File: config.mk
export PLATFORM = sky130hd
export DESIGN_NAME = rscd_strap_decoder
export DESIGN_NICKNAME = d
export VERILOG_FILES = /design/src/core/rscd_pkg.sv /design/src/core/rscd_addr_decode.sv /design/src/core/rscd_strap_decoder.sv
export VERILOG_INCLUDE_DIRS = /design/src /design/src/core
export SDC_FILE = /design/constraint.sdc
export NUM_CORES = 1
export LEC_CHECK = 0
export BUFFER_PORTS_ARGS = -buffer_cell sky130_fd_sc_hd__buf_2
export CAP_MARGIN = 20
export CORE_UTILIZATION = 35
export CTS_CLUSTER_SIZE = 8
export DETAILED_ROUTE_END_ITERATION = 12
export HOLD_SLACK_MARGIN = 0.08
export PLACE_DENSITY = 0.76
export SLEW_MARGIN = 20
export SYNTH_ARGS = -nofsm -noshare
export SYNTH_HDL_FRONTEND = slang
export SYNTH_SLANG_ARGS = --single-unit
File: constraint.sdc
create_clock -name i_sys_clk -period 1.3 [get_ports i_sys_clk]
set_input_delay 0.26 -clock i_sys_clk [delete_from_list [all_inputs] [get_ports i_sys_clk]]
set_output_delay 0.26 -clock i_sys_clk [all_outputs]
set_load 0.02 [all_outputs]
File: src/core/rscd_consts.svh
// Purpose: Constants for the reset strap configuration decoder
// Assumes: 16-bit strap word on the upper memory data lines
// Notes:   Bit positions, codes and timing figures as macros
`ifndef RSCD_CONSTS_SVH
`define RSCD_CONSTS_SVH
`define RSCD_WORD_W        16
`define RSCD_WORD_RST      16'hFFFF
`define RSCD_BIT_SRC_SEL   15
`define RSCD_BIT_BUS2      14
`define RSCD_BIT_ASYM      13
`define RSCD_BIT_MULTI_WE  12
`define RSCD_BIT_STD_RAS   11
`define RSCD_BIT_MCLK1     10
`define RSCD_BIT_MCLK0     9
`define RSCD_BIT_ROM32K    8
`define RSCD_BIT_BUS1      7
`define RSCD_BIT_ROM8      6
`define RSCD_BIT_BUS0      5
`define RSCD_BIT_MCLK_INT  4
`define RSCD_BIT_SLEEP     3
`define RSCD_BIT_DAC_ALT   2
`define RSCD_BIT_ZWAIT_OFF 1
`define RSCD_BIT_DAC_ON    0
`define RSCD_RAS_HI_EXT    4'h6
`define RSCD_RAS_LO_EXT    4'h8
`define RSCD_RAS_HI_STD    4'h5
`define RSCD_RAS_LO_STD    4'h7
`define RSCD_MCLK_50       20'h0_C3C2
`define RSCD_MCLK_44       20'h0_AEC8
`define RSCD_MCLK_41       20'h0_A0CD
`define RSCD_MCLK_37       20'h0_92D1
`define RSCD_ROM_BASE      20'hC_0000
`define RSCD_ROM_END64     20'hC_FFFF
`define RSCD_ROM_END32     20'hC_7FFF
`define RSCD_MEM_C000      20'hC_0000
`define RSCD_VGA_EN_A      16'h46E8
`define RSCD_VGA_EN_B      16'h46E9
`define RSCD_VGA_EN_CH     16'h03C3
`define RSCD_DAC_LO        16'h03C6
`define RSCD_DAC_HI        16'h03C9
`define RSCD_DAC_RD_OK     16'h03C7
`define RSCD_DAC_ALT_LO    16'h02EA
`define RSCD_DAC_ALT_HI    16'h02ED
`define RSCD_CMP_A_LO      16'h0290
`define RSCD_CMP_A_HI      16'h029B
`define RSCD_CMP_B_LO      16'h27C0
`define RSCD_CMP_B_HI      16'h27CB
`define RSCD_GATE_46E8_BIT 4
`define RSCD_GATE_REG_BIT  5
`endif

File: src/core/rscd_pkg.sv
// Purpose: Types for the reset strap configuration decoder
// Assumes: Included constants header
// Notes:   Variant and bus enumerations
package rscd_pkg;
  typedef enum logic [1:0] {RSCD_VAR_SMALL, RSCD_VAR_MID, RSCD_VAR_MID2, RSCD_VAR_LARGE}
    rscd_variant_t;
  typedef enum logic [2:0] {
    RSCD_BUS_RSVD, RSCD_BUS_LB386DX, RSCD_BUS_LB386SX, RSCD_BUS_LB486,
    RSCD_BUS_VLB_FAST, RSCD_BUS_VLB, RSCD_BUS_CHAN, RSCD_BUS_ISA
  } rscd_bus_t;
  typedef enum logic {RSCD_ST_CAPTURE, RSCD_ST_HOLD} rscd_state_t;
endpackage : rscd_pkg

File: src/core/rscd_addr_decode.sv
// Purpose: Per-access decode of ROM, DAC, enable port and companion ranges
// Assumes: Static settings from the strap capture; same clock domain
// Notes:   Registered outputs, one cycle after the access strobe
`timescale 1ns/1ps
`include "rscd_consts.svh"
module rscd_addr_decode
  import rscd_pkg::*;
(
  input  wire logic        i_sys_clk,
  input  wire logic        i_rstn,
  input  wire logic        i_mem_rd,
  input  wire logic        i_mem_acc,
  input  wire logic [19:0] i_mem_addr,
  input  wire logic        i_io_rd,
  input  wire logic        i_io_wr,
  input  wire logic [15:0] i_io_addr,
  input  wire logic        i_rom32k,
  input  wire logic        i_rom8,
  input  wire logic        i_zwait_off,
  input  wire logic        i_dac_on,
  input  wire logic        i_dac_alt,
  input  wire logic        i_cmp_en,
  input  wire logic        i_cmp_hi,
  input  wire logic [15:0] i_vga_en_port,
  output logic             o_wide_memory_select,
  output logic             o_zero_wait_out,
  output logic             o_ext_rom_enable_out,
  output logic             o_dac_io_hit,
  output logic             o_dac_shadow_wr,
  output logic             o_vga_en_hit,
  output logic             o_local_device_select
);
  function automatic logic in_rng(input logic [15:0] a, input logic [15:0] lo,
                                  input logic [15:0] hi);
    in_rng = (a >= lo) && (a <= hi);
  endfunction : in_rng

  logic rom_hit, dac_std, dac_any, io_acc;
  logic [6:0] dec_d, dec_q;

  always_comb
  begin
    io_acc  = i_io_rd | i_io_wr;
    rom_hit = i_mem_acc && (i_mem_addr >= `RSCD_ROM_BASE) &&
              (i_mem_addr <= (i_rom32k ? `RSCD_ROM_END32 : `RSCD_ROM_END64));
    dac_std = io_acc && in_rng(i_io_addr, `RSCD_DAC_LO, `RSCD_DAC_HI);
    dac_any = dac_std || (io_acc && !i_dac_alt &&
              in_rng(i_io_addr, `RSCD_DAC_ALT_LO, `RSCD_DAC_ALT_HI));
    dec_d[0] = rom_hit && !i_rom8;
    dec_d[1] = rom_hit && !i_zwait_off;
    // Powered-down DAC hands 3C6-3C9 to the ROM except reads of 3C7
    dec_d[2] = !i_dac_on && ((dac_std && !(i_io_rd && i_io_addr == `RSCD_DAC_RD_OK)) ||
               (i_mem_rd && i_mem_addr[19:4] == `RSCD_MEM_C000 >> 4));
    dec_d[3] = dac_any && (i_dac_on ||
               (i_io_rd && i_io_addr == `RSCD_DAC_RD_OK));
    dec_d[4] = i_io_wr && dac_std;
    dec_d[5] = io_acc && i_io_addr == i_vga_en_port;
    dec_d[6] = io_acc && i_cmp_en && (i_cmp_hi ?
               in_rng(i_io_addr, `RSCD_CMP_B_LO, `RSCD_CMP_B_HI) :
               in_rng(i_io_addr, `RSCD_CMP_A_LO, `RSCD_CMP_A_HI));
  end

  always_ff @(posedge i_sys_clk or negedge i_rstn)
  begin
    if (!i_rstn)
      dec_q <= 7'h00;
    else
      dec_q <= dec_d;
  end

  assign o_wide_memory_select  = dec_q[0];
  assign o_zero_wait_out       = dec_q[1];
  assign o_ext_rom_enable_out  = dec_q[2];
  assign o_dac_io_hit          = dec_q[3];
  assign o_dac_shadow_wr       = dec_q[4];
  assign o_vga_en_hit          = dec_q[5];
  assign o_local_device_select = dec_q[6];
endmodule : rscd_addr_decode

File: src/core/rscd_strap_decoder.sv
// Purpose: Capture strap word at power-on reset and decode static settings
// Assumes: Strap lines are asynchronous pins; two-flop sync before use
// Notes:   Word is frozen after capture until the next power-on reset
`timescale 1ns/1ps
`include "rscd_consts.svh"
module rscd_strap_decoder
  import rscd_pkg::*;
#(
  parameter rscd_variant_t VARIANT   = RSCD_VAR_MID,
  parameter int            SETTLE_CY = 4
)
(
  input  wire logic        i_sys_clk,
  input  wire logic        i_rstn,
  input  wire logic [15:0] i_memory_data_line,
  input  wire logic        i_mem_rd,
  input  wire logic        i_mem_acc,
  input  wire logic [19:0] i_mem_addr,
  input  wire logic        i_io_rd,
  input  wire logic        i_io_wr,
  input  wire logic [15:0] i_io_addr,
  input  wire logic        i_card_setup_select,
  input  wire logic        i_port46e8_bit4,
  input  wire logic        i_reg94_bit5,
  input  wire logic        i_cpu_reset_pin,
  output logic [15:0]      o_strap_config_word,
  output logic             o_config_valid,
  output logic [3:0]       o_switch_readback_register,
  output logic             o_ras_extended,
  output logic [3:0]       o_ras_high_half_mclk,
  output logic [3:0]       o_ras_low_half_mclk,
  output logic [1:0]       o_mclk_sel,
  output logic [19:0]      o_mclk_khz,
  output logic             o_rom_64k,
  output logic [19:0]      o_rom_end_addr,
  output logic             o_rom_16bit,
  output logic             o_mclk_pin_oe,
  output logic             o_mclk_src_mclk_vco,
  output logic [15:0]      o_vga_en_port,
  output logic [2:0]       o_bus_code,
  output logic [2:0]       o_bus_type,
  output logic             o_bus_reserved,
  output logic             o_ready_from_reset_pin,
  output logic             o_local_ready_in,
  output logic             o_cpu_reset_in,
  output logic             o_sleep_46e8,
  output logic             o_option_select_reg_en,
  output logic             o_dram_asym_addr,
  output logic             o_multi_we,
  output logic             o_second_row_strobe_mode,
  output logic             o_dac_powered,
  output logic             o_wide_memory_select,
  output logic             o_zero_wait_out,
  output logic             o_zero_wait_oe,
  output logic             o_ext_rom_enable_out,
  output logic             o_dac_io_hit,
  output logic             o_dac_shadow_wr,
  output logic             o_vga_en_hit,
  output logic             o_local_device_select
);
  localparam logic [3:0] SETTLE_W = 4'(SETTLE_CY);

  function automatic rscd_bus_t bus_decode(input logic [2:0] c, input rscd_variant_t v);
    bus_decode = RSCD_BUS_RSVD;
    if (v == RSCD_VAR_SMALL)
      bus_decode = c[1] ? RSCD_BUS_ISA : RSCD_BUS_CHAN;
    else
      unique case (c)
        3'b001: bus_decode = RSCD_BUS_LB386DX;
        3'b010: bus_decode = RSCD_BUS_LB386SX;
        3'b011: bus_decode = (v == RSCD_VAR_LARGE) ? RSCD_BUS_RSVD : RSCD_BUS_LB486;
        3'b100: bus_decode = (v == RSCD_VAR_LARGE) ? RSCD_BUS_VLB_FAST : RSCD_BUS_RSVD;
        3'b110: bus_decode = RSCD_BUS_VLB;
        3'b101: bus_decode = RSCD_BUS_CHAN;
        3'b111: bus_decode = RSCD_BUS_ISA;
        3'b000: bus_decode = RSCD_BUS_RSVD;
      endcase
  endfunction : bus_decode

  ////////////////////////////////////////////////////////////////////////////
  // Strap synchroniser and capture
  logic [15:0]  sync1_q, sync2_q;
  logic [15:0]  word_d, word_q;
  rscd_state_t  st_d, st_q;
  logic [3:0]   cnt_d, cnt_q;

  always_ff @(posedge i_sys_clk or negedge i_rstn)
  begin
    if (!i_rstn)
    begin
      sync1_q <= `RSCD_WORD_RST;
      sync2_q <= `RSCD_WORD_RST;
    end
    else
    begin
      sync1_q <= i_memory_data_line;
      sync2_q <= sync1_q;
    end
  end

  // Pull-ups read as one, so an unstrapped board captures all ones
  always_comb
  begin
    st_d   = st_q;
    cnt_d  = cnt_q;
    word_d = word_q;
    unique case (st_q)
      RSCD_ST_CAPTURE:
      begin
        word_d = sync2_q;
        cnt_d  = cnt_q + 4'h1;
        if (cnt_q >= SETTLE_W)
          st_d = RSCD_ST_HOLD;
      end
      RSCD_ST_HOLD:
      begin
        word_d = word_q;
      end
    endcase
  end

  always_ff @(posedge i_sys_clk or negedge i_rstn)
  begin
    if (!i_rstn)
    begin
      st_q   <= RSCD_ST_CAPTURE;
      cnt_q  <= 4'h0;
      word_q <= `RSCD_WORD_RST;
    end
    else
    begin
      st_q   <= st_d;
      cnt_q  <= cnt_d;
      word_q <= word_d;
    end
  end

  ////////////////////////////////////////////////////////////////////////////
  // Static decode, plus live option gate, ready and CPU reset
  logic        is_small, is_large, is_chan, is_vlb, sleep46, chan_bit;
  logic [2:0]  code;
  rscd_bus_t   bus;
  logic [51:0] set_d, set_q;
  logic [19:0] khz;

  always_comb
  begin
    is_small = (VARIANT == RSCD_VAR_SMALL);
    is_large = (VARIANT == RSCD_VAR_LARGE);
    code     = {word_q[`RSCD_BIT_BUS2], word_q[`RSCD_BIT_BUS1], word_q[`RSCD_BIT_BUS0]};
    bus      = bus_decode(code, VARIANT);
    is_chan  = (bus == RSCD_BUS_CHAN);
    is_vlb   = (bus == RSCD_BUS_VLB) || (bus == RSCD_BUS_VLB_FAST);
    chan_bit = word_q[`RSCD_BIT_SLEEP];
    sleep46  = is_chan ? !chan_bit : chan_bit;
    unique case ({word_q[`RSCD_BIT_MCLK1], word_q[`RSCD_BIT_MCLK0]})
      2'b00: khz = `RSCD_MCLK_50;
      2'b01: khz = `RSCD_MCLK_44;
      2'b10: khz = `RSCD_MCLK_41;
      2'b11: khz = `RSCD_MCLK_37;
    endcase
    set_d = '0;
    set_d[3:0]   = is_small ? word_q[15:12] : 4'h0;
    set_d[4]     = !word_q[`RSCD_BIT_STD_RAS];
    set_d[8:5]   = word_q[`RSCD_BIT_STD_RAS] ? `RSCD_RAS_HI_STD : `RSCD_RAS_HI_EXT;
    set_d[12:9]  = word_q[`RSCD_BIT_STD_RAS] ? `RSCD_RAS_LO_STD : `RSCD_RAS_LO_EXT;
    set_d[14:13] = {word_q[`RSCD_BIT_MCLK1], word_q[`RSCD_BIT_MCLK0]};
    set_d[15]    = !word_q[`RSCD_BIT_ROM32K];
    set_d[16]    = !word_q[`RSCD_BIT_ROM8];
    set_d[17]    = word_q[`RSCD_BIT_MCLK_INT];
    set_d[18]    = is_large && word_q[`RSCD_BIT_SRC_SEL];
    // Enable port relocation only exists on the small part with an AT host
    if (is_small && is_chan)
      set_d[34:19] = `RSCD_VGA_EN_CH;
    else if (is_small)
      set_d[34:19] = chan_bit ? `RSCD_VGA_EN_A : `RSCD_VGA_EN_B;
    else
      set_d[34:19] = sleep46 ? `RSCD_VGA_EN_A : `RSCD_VGA_EN_CH;
    set_d[37:35] = code;
    set_d[40:38] = bus;
    set_d[41]    = (bus == RSCD_BUS_RSVD);
    set_d[42]    = is_vlb;
    set_d[43]    = sleep46;
    set_d[44]    = !is_small && word_q[`RSCD_BIT_ASYM];
    set_d[45]    = !is_small && word_q[`RSCD_BIT_MULTI_WE];
    set_d[46]    = (VARIANT == RSCD_VAR_MID2 || is_large) &&
                   !word_q[`RSCD_BIT_ASYM] && !word_q[`RSCD_BIT_MULTI_WE];
    set_d[47]    = is_small || word_q[`RSCD_BIT_DAC_ON];
    // Option register gate follows live host signals, so it is not static
    if (is_chan)
      set_d[48] = i_card_setup_select;
    else
      set_d[48] = sleep46 ? i_port46e8_bit4 : i_reg94_bit5;
    set_d[49]    = is_vlb ? i_cpu_reset_pin : 1'b1;
    set_d[50]    = is_vlb ? 1'b0 : i_cpu_reset_pin;
    set_d[51]    = (st_q == RSCD_ST_HOLD);
  end

  always_ff @(posedge i_sys_clk or negedge i_rstn)
  begin
    if (!i_rstn)
      set_q <= 52'h0_0000_0000_0000;
    else
      set_q <= set_d;
  end

  logic [19:0] khz_q, rom_end_q;
  logic [15:0] word_out_q;
  always_ff @(posedge i_sys_clk or negedge i_rstn)
  begin
    if (!i_rstn)
    begin
      khz_q      <= 20'h0_0000;
      rom_end_q  <= 20'h0_0000;
      word_out_q <= `RSCD_WORD_RST;
    end
    else
    begin
      khz_q      <= khz;
      rom_end_q  <= word_q[`RSCD_BIT_ROM32K] ? `RSCD_ROM_END32 : `RSCD_ROM_END64;
      word_out_q <= word_q;
    end
  end

  assign o_strap_config_word        = word_out_q;
  assign o_config_valid             = set_q[51];
  assign o_switch_readback_register = set_q[3:0];
  assign o_ras_extended             = set_q[4];
  assign o_ras_high_half_mclk       = set_q[8:5];
  assign o_ras_low_half_mclk        = set_q[12:9];
  assign o_mclk_sel                 = set_q[14:13];
  assign o_mclk_khz                 = khz_q;
  assign o_rom_64k                  = set_q[15];
  assign o_rom_end_addr             = rom_end_q;
  assign o_rom_16bit                = set_q[16];
  assign o_mclk_pin_oe              = set_q[17];
  assign o_mclk_src_mclk_vco        = set_q[18];
  assign o_vga_en_port              = set_q[34:19];
  assign o_bus_code                 = set_q[37:35];
  assign o_bus_type                 = set_q[40:38];
  assign o_bus_reserved             = set_q[41];
  assign o_ready_from_reset_pin     = set_q[42];
  assign o_local_ready_in           = set_q[49];
  assign o_cpu_reset_in             = set_q[50];
  assign o_sleep_46e8               = set_q[43];
  assign o_option_select_reg_en     = set_q[48];
  assign o_dram_asym_addr           = set_q[44];
  assign o_multi_we                 = set_q[45];
  assign o_second_row_strobe_mode   = set_q[46];
  assign o_dac_powered              = set_q[47];
  assign o_zero_wait_oe             = o_zero_wait_out;

  ////////////////////////////////////////////////////////////////////////////
  // Access-time decode, fed from the frozen settings
  rscd_addr_decode u_dec (
    .i_sys_clk             (i_sys_clk),
    .i_rstn                (i_rstn),
    .i_mem_rd              (i_mem_rd),
    .i_mem_acc             (i_mem_acc),
    .i_mem_addr            (i_mem_addr),
    .i_io_rd               (i_io_rd),
    .i_io_wr               (i_io_wr),
    .i_io_addr             (i_io_addr),
    .i_rom32k              (!set_q[15]),
    .i_rom8                (!set_q[16]),
    .i_zwait_off           (word_q[`RSCD_BIT_ZWAIT_OFF] || !set_q[51]),
    .i_dac_on              (set_q[47]),
    .i_dac_alt             (is_small || word_q[`RSCD_BIT_DAC_ALT] || is_large),
    .i_cmp_en              (is_large && !word_q[`RSCD_BIT_ZWAIT_OFF]),
    .i_cmp_hi              (word_q[`RSCD_BIT_DAC_ALT]),
    .i_vga_en_port         (set_q[34:19]),
    .o_wide_memory_select  (o_wide_memory_select),
    .o_zero_wait_out       (o_zero_wait_out),
    .o_ext_rom_enable_out  (o_ext_rom_enable_out),
    .o_dac_io_hit          (o_dac_io_hit),
    .o_dac_shadow_wr       (o_dac_shadow_wr),
    .o_vga_en_hit          (o_vga_en_hit),
    .o_local_device_select (o_local_device_select)
  );
endmodule : rscd_strap_decoder

==> results of run 1 <==
-- per-layer routing --
layer / GRT usage / up-vias / part of all wire
li1: - / 1183 / -
met1: 0.132 / 1235 / 0.38
met2: 0.217 / 121 / 0.53
met3: 0.0433 / 11 / 0.076
met4: 0.0410 / 0 / 0.012
met5: 0 / - / 0
-- metrics by stage --
step	total power, uW	setup TNS [ns]	setup slack [ns]	instances	hold WS [ns]
finish	7190	-2.18	-0.101	591	0.128
global route	7540	-3.21	-0.191	591	0.121
CTS	7220	-1.35	-0.0948	588	0.114
detailed placement	4480	-0.793	-0.191	553	0.167
global placement	4460	-0.616	-0.169	553	0.163
floorplan	4200	-0.0868	-0.0714	300	-0.0356
-- worst max-delay path by stage --
stage | start | endpoint | slack [ns]
floorplan | o_rom_end_addr[15] | u_dec.dec_q[1] | -0.07
global placement | o_rom_end_addr[15] | u_dec.dec_q[1] | -0.17
detailed placement | i_io_addr[11] | u_dec.dec_q[2] | -0.19
CTS | o_rom_end_addr[15] | u_dec.dec_q[1] | -0.09
global route | set_q[27] | u_dec.dec_q[5] | -0.19
finish | set_q[27] | u_dec.dec_q[5] | -0.10
-- repair_timing --
item / 4_1_cts / 5_1_grt
setup buffers: 2 / 0
endpoints found under the hold margin: 37 / 0
resized for setup: 37 / 53
gates cloned: 0 / 3
pin swaps: 1 / 2
hold buffers: 17 / 0
endpoints found under the setup margin: 30 / 43
-- cells by family (layout without fill, tap and decap cells) --
| group | count (synthesis) | count (layout) | share of synthesized area |
|---|---|---|---|
| DFF | 107 | 107 | 0.681 |
| buffers and inverters | 75 | 226 | 0.127 |
| and+or+nand+nor | 51 | 51 | 0.0782 |
| muxes | 19 | 19 | 0.0525 |
| AOI/OAI and AO/OA | 14 | 14 | 0.0269 |
| adders and majority gates | 7 | 7 | 0.0216 |
| xor gates and xnor gates | 5 | 5 | 0.0108 |
| other | 2 | 22 | 0.00185 |
-- where the power goes --
group	total [uW]	switching (uW)	internal [uW]
registers	3640	76.5	3570
logic	956	530	426
clock network	2590	1200	1390
total	7190	1810	5380
-- layout make-up --
class / instances / area share
Sequential cell: 107 / 0.487
Clock buffer: 10 / 0.0422
Clock inverter: 6 / 0.0104
Timing Repair Buffer: 199 / 0.265
Tap cell: 140 / 0.0309
Multi-Input combinational cell: 118 / 0.157
Inverter: 11 / 0.00728
-- Yosys cell counts (3+ instances only) --
master / instances
dfstp_2: 64
buf_4: 62
dfrtp_1: 43
mux2_2: 18
inv_1: 11
nor2_1: 9
ha_1: 7
nand4_1: 7
nand2_1: 6
nor3_1: 4
xnor2_1: 4
a21oi_1: 3
nand3_1: 3
nor2b_1: 3
-- sequential cells by signal, summed over array words and instances (netlist names) --
name                 flops
set_q                   23
st_q                     1
o_rom_end_addr           2
cnt_q                    4
u_dec.dec_q              6
o_mclk_khz               7
word_q                  16
sync1_q                 16
o_strap_config_word     16
sync2_q                 16
-- placed cells by master (no fill, tap or decap), drive strengths merged, types with 6 or more instances in the layout --
| cell type | n |
|---|---|
| mux2 | 18 |
| nand4 | 7 |
| clkbuf | 12 |
| dfrtp | 43 |
| nor2 | 9 |
| conb | 22 |
| buf | 180 |
| dfstp | 64 |
| dlygate4sd3 | 17 |
| nand2 | 6 |
| ha | 7 |
| inv | 14 |
==> impl_metrics.yaml, run 1 <==
route:
  vias: 2550
  detail-route-antenna-nets: 0
  finalWirelength_um: 7670
  drc: 0
  vias_per_cell: 4.31
  drtPass1Iterations: 4
  routedWlPerCell_um: 13.0
  drt_iter0_markers: 44
timing:
  fin_skew_ns: 0.00611
  rsz0062_at_grt: "yes"
  min_period_ns: 1.40
  post-route-period-util: 1.08
  slew_violations: 0
  fmax_mhz: 714
  setup_slack_ns: -0.101
  setup_viol: 27
  hold_viol: 0
critical_path:
  cp_cell_sequence: "or4_1 > o21ai_1 > nand3_1 > a2111oi_2"
  slowest_delay_ns: 0.41
  r2r_slack_ns: -0.10
  slowest_stage: "dfrtp_2"
  cp-end-kind: "flip-flop"
  criticalPathCategory: "reg2reg"
  crit_cells: 4
  path_buf_inv: 0
  arrival_ns: 1.61
  reg2reg_from: "set_q[27]"
  cp.required_ns: 1.51
  critPathMaxFanout: 2
  start_kind: "flip-flop"
  reg2reg_depth: 4
  cpLargestDelayFamily: "simple AND/OR/NAND/NOR gates"
  worstReg2RegEnd: "u_dec.dec_q[5]"
logic_synthesis:
  syn_area_um2: 4050
  yosysTopAreaCellShare: 0.415
  synth_area_per_cell_um2: 14.5
  async_flop_share: 1.00
  synth_top_cells_by_area: "dfstp_2 (42%), dfrtp_1 (27%), buf_4 (11%)"
  yosysTopAreaCell: "dfstp_2"
  synth.yosys.seq_area_share: 0.681
  ys_ff_latch: 107
  synth_cells: 280
  synth-main-ff-cell: "dfstp_2"
  ys_warn_count: 0
  yosysUniqueCellTypes: 42
  synth_edf_count: 0
grt:
  antenna_found_initial: 0
  grtUsageTotal: 0.121
  grt_pass1_wl_um: 11000
  grt_max_degree: 39
  gr-total-overflow: 0
  grt_pass1_vias: 2485
clock_tree:
  htree_levels: 3
  cts_buffers: 9
  clkSlewWorstSetupHoldPaths_ns: 0.08
  tritoncts: "built"
  clockRootBuffer: "clkbuf_16"
  cts.path.max_buffers: 2
  clk_latency_ns: 0.33
  cts.sinks: 107
place:
  io_buffer_count: 156
  dp_hpwl_um: 5380
  place_congestion: 0.701
  placed_area_um2: 4820
final_layout:
  drive_gt1_frac: 0.656
  final_cell_area_um2: 5670
  finalCoreUtilization: 0.514
  fill_cells: 935
  area_growth_pct: 40.0
  seqCellArea_um2: 2760
  antenna_cells: 0
  multi_input_area_um2: 891
  finalNetCount: 515
run_status:
  status: "finished, violations left"
  failed_checks: "setup timing"
die:
  die_height_um: 110
  core_um2: 11000
  dieWidth_um: 110
  dieArea_um2: 12000
  rows: 38
  start_util: 0.367
  ios: 178
power:
  p_per_area_nw_per_um2: 1270
  vdd_drop_max_mv: 0.731
  p_leak_uw: 0.00268
hold_path:
  holdPathEnd: "set_q[49]"
  hold_class: "in2reg"
  hp-start: "i_cpu_reset_pin"
  holdPathStages: 2
job:
  cap_viol_max_count: 0
No activity file was read; power rests on OpenSTA's default activity.
==> run 2: changes to the inputs <==
--- a/config.mk
+++ b/config.mk
@@ -8,6 +8,7 @@
 export LEC_CHECK = 0
 export BUFFER_PORTS_ARGS = -buffer_cell sky130_fd_sc_hd__buf_2
 export CAP_MARGIN = 20
+export CORE_MARGIN = 1
 export CORE_UTILIZATION = 35
 export CTS_CLUSTER_SIZE = 8
 export DETAILED_ROUTE_END_ITERATION = 12
==> constraint.sdc (replaced) <==
create_clock -name i_sys_clk -period 1.3 [get_ports i_sys_clk]
set_input_delay 0.325 -clock i_sys_clk [delete_from_list [all_inputs] [get_ports i_sys_clk]]
set_output_delay 0.325 -clock i_sys_clk [all_outputs]
set_load 0.02 [all_outputs]
==> impl_metrics.yaml, run 2 (synthesized netlist as in run 1, its figures left out) <==
run_status:
  status: "finished, violations left"
  failed_checks: "setup timing"
final_layout:
  seqCellArea_um2: 2760
  regMostFlops: "set_q"
  largest_reg_flops: 23
  fin_cells: 589
  final_cell_area_um2: 5710
  layout_common_cells: "buf_2 (106), dfstp_2 (64), buf_6 (54)"
  finalNetCount: 512
  multi_input_area_um2: 917
  fill_cells: 930
  area_growth_pct: 41.0
  drive_gt1_frac: 0.658
  layout_commonest_cell: "buf_2"
  finalCoreUtilization: 0.517
critical_path:
  cp.required_ns: 0.98
  crit_start: "o_rom_end_addr[14]"
  criticalPathCategory: "reg2out"
  cp_cell_sequence: "buf_6 > buf_6"
  reg2reg_from: "set_q[27]"
  critPathMaxFanout: 8
  cp-end-kind: "output pin"
  start_kind: "flip-flop"
  slowest_delay_ns: 0.46
  slowest_stage: "dfrtp_2"
  arrival_ns: 1.09
  cpMostUsedCell: "buf_6"
job:
  cap_viol_max_count: 0
die:
  die_height_um: 110
  dieArea_um2: 12000
  ios: 178
  rows: 38
  core_um2: 11000
  start_util: 0.367
  dieWidth_um: 110
route:
  finalWirelength_um: 8150
  routedWlPerCell_um: 13.8
  drtPass1Iterations: 4
  drt_iter0_markers: 55
  detail-route-antenna-nets: 0
  vias: 2547
  drc: 0
  vias_per_cell: 4.32
power:
  p_int_uw: 5720
  p_switching_uw: 1830
  vdd_drop_max_mv: 0.792
  power.share.clock: 0.389
  p_leak_uw: 0.00268
  power.share.combinational: 0.127
  switching_share: 0.242
  p_per_area_nw_per_um2: 1320
  pwr-share-seq: 0.484
place:
  io_buffer_count: 156
  placed_area_um2: 4800
  dp_hpwl_um: 5400
  place_inst: 552
  place_congestion: 0.746
hold_path:
  hp-start: "i_cpu_reset_pin"
  hold_class: "in2reg"
timing:
  min_period_ns: 1.42
  rsz0062_at_grt: "yes"
  setup_slack_ns: -0.118
  hold_viol: 0
  post-route-period-util: 1.09
  setup_viol: 43
  fmax_mhz: 705
  tns_ns: -2.82
  slew_violations: 0
  fin_skew_ns: 0.00748
clock_tree:
  cts_buffers: 9
  clockRootBuffer: "clkbuf_16"
  htree_levels: 3
  clkSlewWorstSetupHoldPaths_ns: 0.07
  cts.sinks: 107
  clk_latency_ns: 0.34
  cts.path.max_buffers: 2
  tritoncts: "built"
grt:
  antenna_found_initial: 1
  gr-total-overflow: 0
  grt_pass1_vias: 2429
  grt_max_degree: 49
  grt_pass1_wl_um: 11800
  grtUsageTotal: 0.131
[run 2: layout make-up]
type,instances,area share
tap,140,0.0307
clock inverter,7,0.0189
timing repair buffer,196,0.259
multi-input combinational,118,0.161
antenna,1,0.000438
clock buffer,9,0.0395
sequential,107,0.484
inverter,11,0.00723
[run 2: path summary, 6_finish.rpt]
| path | end | slack, ns | depth (start not counted) |
|---|---|---|---|
| min in group asynchronous | set_q[35] | 0.37 | 2 |
| max reg2reg | u_dec.dec_q[5] | -0.09 | 4 |
| min | set_q[49] | 0.19 | 2 |
| max | o_rom_end_addr[3] | -0.12 | 2 |
| max in group asynchronous | sync2_q[9] | 0.38 | 3 |
| min reg2reg | sync2_q[10] | 0.35 | 0 |
[run 2: per-stage QoR]
step                      power (uW)  worst slack [ns]  hold slack, ns
after floorplan                 4200           -0.0714          0.0294
after CTS                       7610            -0.128           0.187
after detailed placement        4470            -0.243           0.184
final                           7550            -0.118           0.192
after global placement          4450            -0.204           0.176
after global routing            7880            -0.162           0.189
[run 2: repair_timing]
action                                  4_1_cts  5_1_grt
hold buffers                                 17        0
buffers inserted                              1        0
pin swaps                                     0        2
gates cloned                                  2        0
endpoints found under the setup margin       50       53
endpoints found under the hold margin        25        0
gates resized for setup                      83       30
[run 2: worst max-delay path, delay by kind of cell, from the launching register on]
kind,cells,cell delay [ns]
flops,1,0.46
buf+inv,2,0.30
[run 2: per-layer routing]
metal,part of all wire,vias up,global-route usage
li1,-,1180,-
met2,0.52,133,0.221
met5,0,-,0
met4,0.016,0,0.0457
met1,0.39,1219,0.158
met3,0.076,15,0.0421
[run 2: power groups by stage]
stage / clock (uW) / combinational [uW] / sequential [uW]
floorplan: 0 / 399 / 3800
global route: 3170 / 1040 / 3670
global placement: 0 / 760 / 3690
finish: 2940 / 960 / 3650
detailed placement: 0 / 777 / 3700
CTS: 3040 / 919 / 3650
==> run 3: changes to the inputs <==
--- a/config.mk
+++ b/config.mk
@@ -7,7 +7,6 @@
 export NUM_CORES = 1
 export LEC_CHECK = 0
 export BUFFER_PORTS_ARGS = -buffer_cell sky130_fd_sc_hd__buf_2
-export CAP_MARGIN = 20
 export CORE_MARGIN = 1
 export CORE_UTILIZATION = 35
 export CTS_CLUSTER_SIZE = 8
==> constraint.sdc (replaced) <==
create_clock -name i_sys_clk -period 1.3 [get_ports i_sys_clk]
set_input_delay 0.325 -clock i_sys_clk [delete_from_list [all_inputs] [get_ports i_sys_clk]]
set_output_delay 0.325 -clock i_sys_clk [all_outputs]
set_load 0.05 [all_outputs]
==> impl_metrics.yaml, run 3 (synthesized netlist as in run 1, its figures left out) <==
run_status:
  status: "finished, violations left"
  failed_checks: "setup timing"
place:
  place_ws_ns: -0.241
  place_inst: 554
  dp_hpwl_um: 5470
  io_buffer_count: 156
  place_congestion: 0.841
clock_tree:
  cts_buffers: 9
  htree_levels: 3
  clkSlewWorstSetupHoldPaths_ns: 0.07
  cts.path.max_buffers: 2
  clockRootBuffer: "clkbuf_16"
  tritoncts: "built"
  clk_latency_ns: 0.34
  cts.sinks: 107
grt:
  grt_pass1_vias: 2520
  gr-total-overflow: 0
  antenna_found_initial: 0
  grtUsageTotal: 0.132
  grt_max_degree: 38
  grt_pass1_wl_um: 11800
route:
  drtPass1Iterations: 4
  drt_iter0_markers: 49
  vias_per_cell: 4.36
  drc: 0
  vias: 2573
  routedWlPerCell_um: 13.4
  detail-route-antenna-nets: 0
  finalWirelength_um: 7880
critical_path:
  criticalPathCategory: "reg2out"
  cp.required_ns: 0.98
  reg2reg_depth: 4
  cp-end-kind: "output pin"
  start_kind: "flip-flop"
  cp_cell_sequence: "buf_16 > buf_8"
  cpLargestDelayFamily: "flip-flops"
  slowest_stage: "dfrtp_4"
  critPathMaxFanout: 11
  arrival_ns: 1.17
  path_buf_inv: 2
  slowest_delay_ns: 0.51
  crit_cells: 2
timing:
  setup_viol: 49
  min_period_ns: 1.50
  slew_violations: 0
  hold_ws_ns: 0.196
  setup_slack_ns: -0.200
  hold_viol: 0
  rsz0062_at_grt: "yes"
  fmax_mhz: 667
  post-route-period-util: 1.15
  fin_skew_ns: 0.00727
final_layout:
  seqCellArea_um2: 2770
  layout_common_cells: "buf_2 (84), dfstp_2 (64), dfrtp_1 (37)"
  multi_input_area_um2: 891
  fill_cells: 893
  largest_reg_flops: 23
  regMostFlops: "set_q"
  layout_commonest_cell: "buf_2"
  area_growth_pct: 45.6
  drive_gt1_frac: 0.656
  fin_cells: 590
  finalNetCount: 514
  antenna_cells: 0
die:
  rows: 38
  start_util: 0.367
  ios: 178
  dieWidth_um: 110
  core_um2: 11000
  dieArea_um2: 12000
  die_height_um: 110
hold_path:
  holdPathStages: 2
  hold_class: "in2reg"
power:
  p_per_area_nw_per_um2: 1320
  vdd_drop_max_mv: 0.814
  p_leak_uw: 0.00274
job:
  cap_viol_max_count: 0
[run 3: cell count changes in the layout (fill, tap and decap cells not counted), moves of 2 or more]
cell      before  now
buf_2        106   84
dfrtp_1       39   37
buf_6         54   27
buf_8          0   33
clkbuf_4       0    6
buf_4         17   27
clkbuf_1       0    2
[run 3: worst register-to-register path, cell delays in order (launching register included)]
cell       delay, ns
dfrtp_2         0.41
or4_1           0.48
o21ai_1         0.14
nand3_1         0.11
a2111oi_2       0.22
[run 3: layer usage]
layer,GRT usage,vias up,share of wire
met3,0.0427,17,0.084
met5,0,-,0
li1,-,1179,-
met4,0.0552,0,0.019
met2,0.239,136,0.53
met1,0.143,1241,0.36
[run 3: worst paths after layout]
path | slack, ns | end | from
setup / recovery | -0.20 | o_rom_end_addr[3] | o_rom_end_addr[14]
hold / removal | 0.20 | set_q[49] | i_cpu_reset_pin
setup reg to reg | -0.16 | u_dec.dec_q[5] | set_q[27]
hold reg to reg | 0.35 | sync2_q[8] | sync1_q[8]
max in group asynchronous | 0.36 | o_strap_config_word[0] | i_rstn
min in group asynchronous | 0.40 | set_q[35] | i_rstn
[run 3: metrics by stage]
stage	area, um2	TNS, ns	utilization	total power [uW]
after floorplan	4140	-0.490	-	4650
after global placement	4830	-0.848	0.438	4910
after detailed placement	4830	-1.19	0.438	4930
after CTS	5820	-6.44	0.528	7870
after global routing	5890	-7.84	0.534	8120
final	5890	-5.80	0.534	7800
[run 3: cell type report]
type                            count  area share
Sequential cell                   107       0.470
Inverter                           11     0.00701
Timing Repair Buffer              198       0.293
Clock inverter                      5      0.0102
Multi-Input combinational cell    118       0.151
Tap cell                          140      0.0297
Clock buffer                       11      0.0395
[run 3: repair_timing]
| item | in CTS | in global routing |
|---|---|---|
| gates cloned | 1 | 0 |
| pin swaps | 2 | 1 |
| setup endpoints to repair | 64 | 70 |
| setup buffers | 2 | 0 |
| gates resized for setup | 149 | 27 |
| hold endpoints to repair | 27 | 0 |
| hold buffers | 17 | 0 |
[run 3: report_power, final]
part | internal (uW) | total, uW | leakage, uW | switching, uW
logic | 517 | 1490 | 0.00142 | 977
registers | 3570 | 3670 | 0.00118 | 96.0
clock network | 1500 | 2640 | 0.000141 | 1140
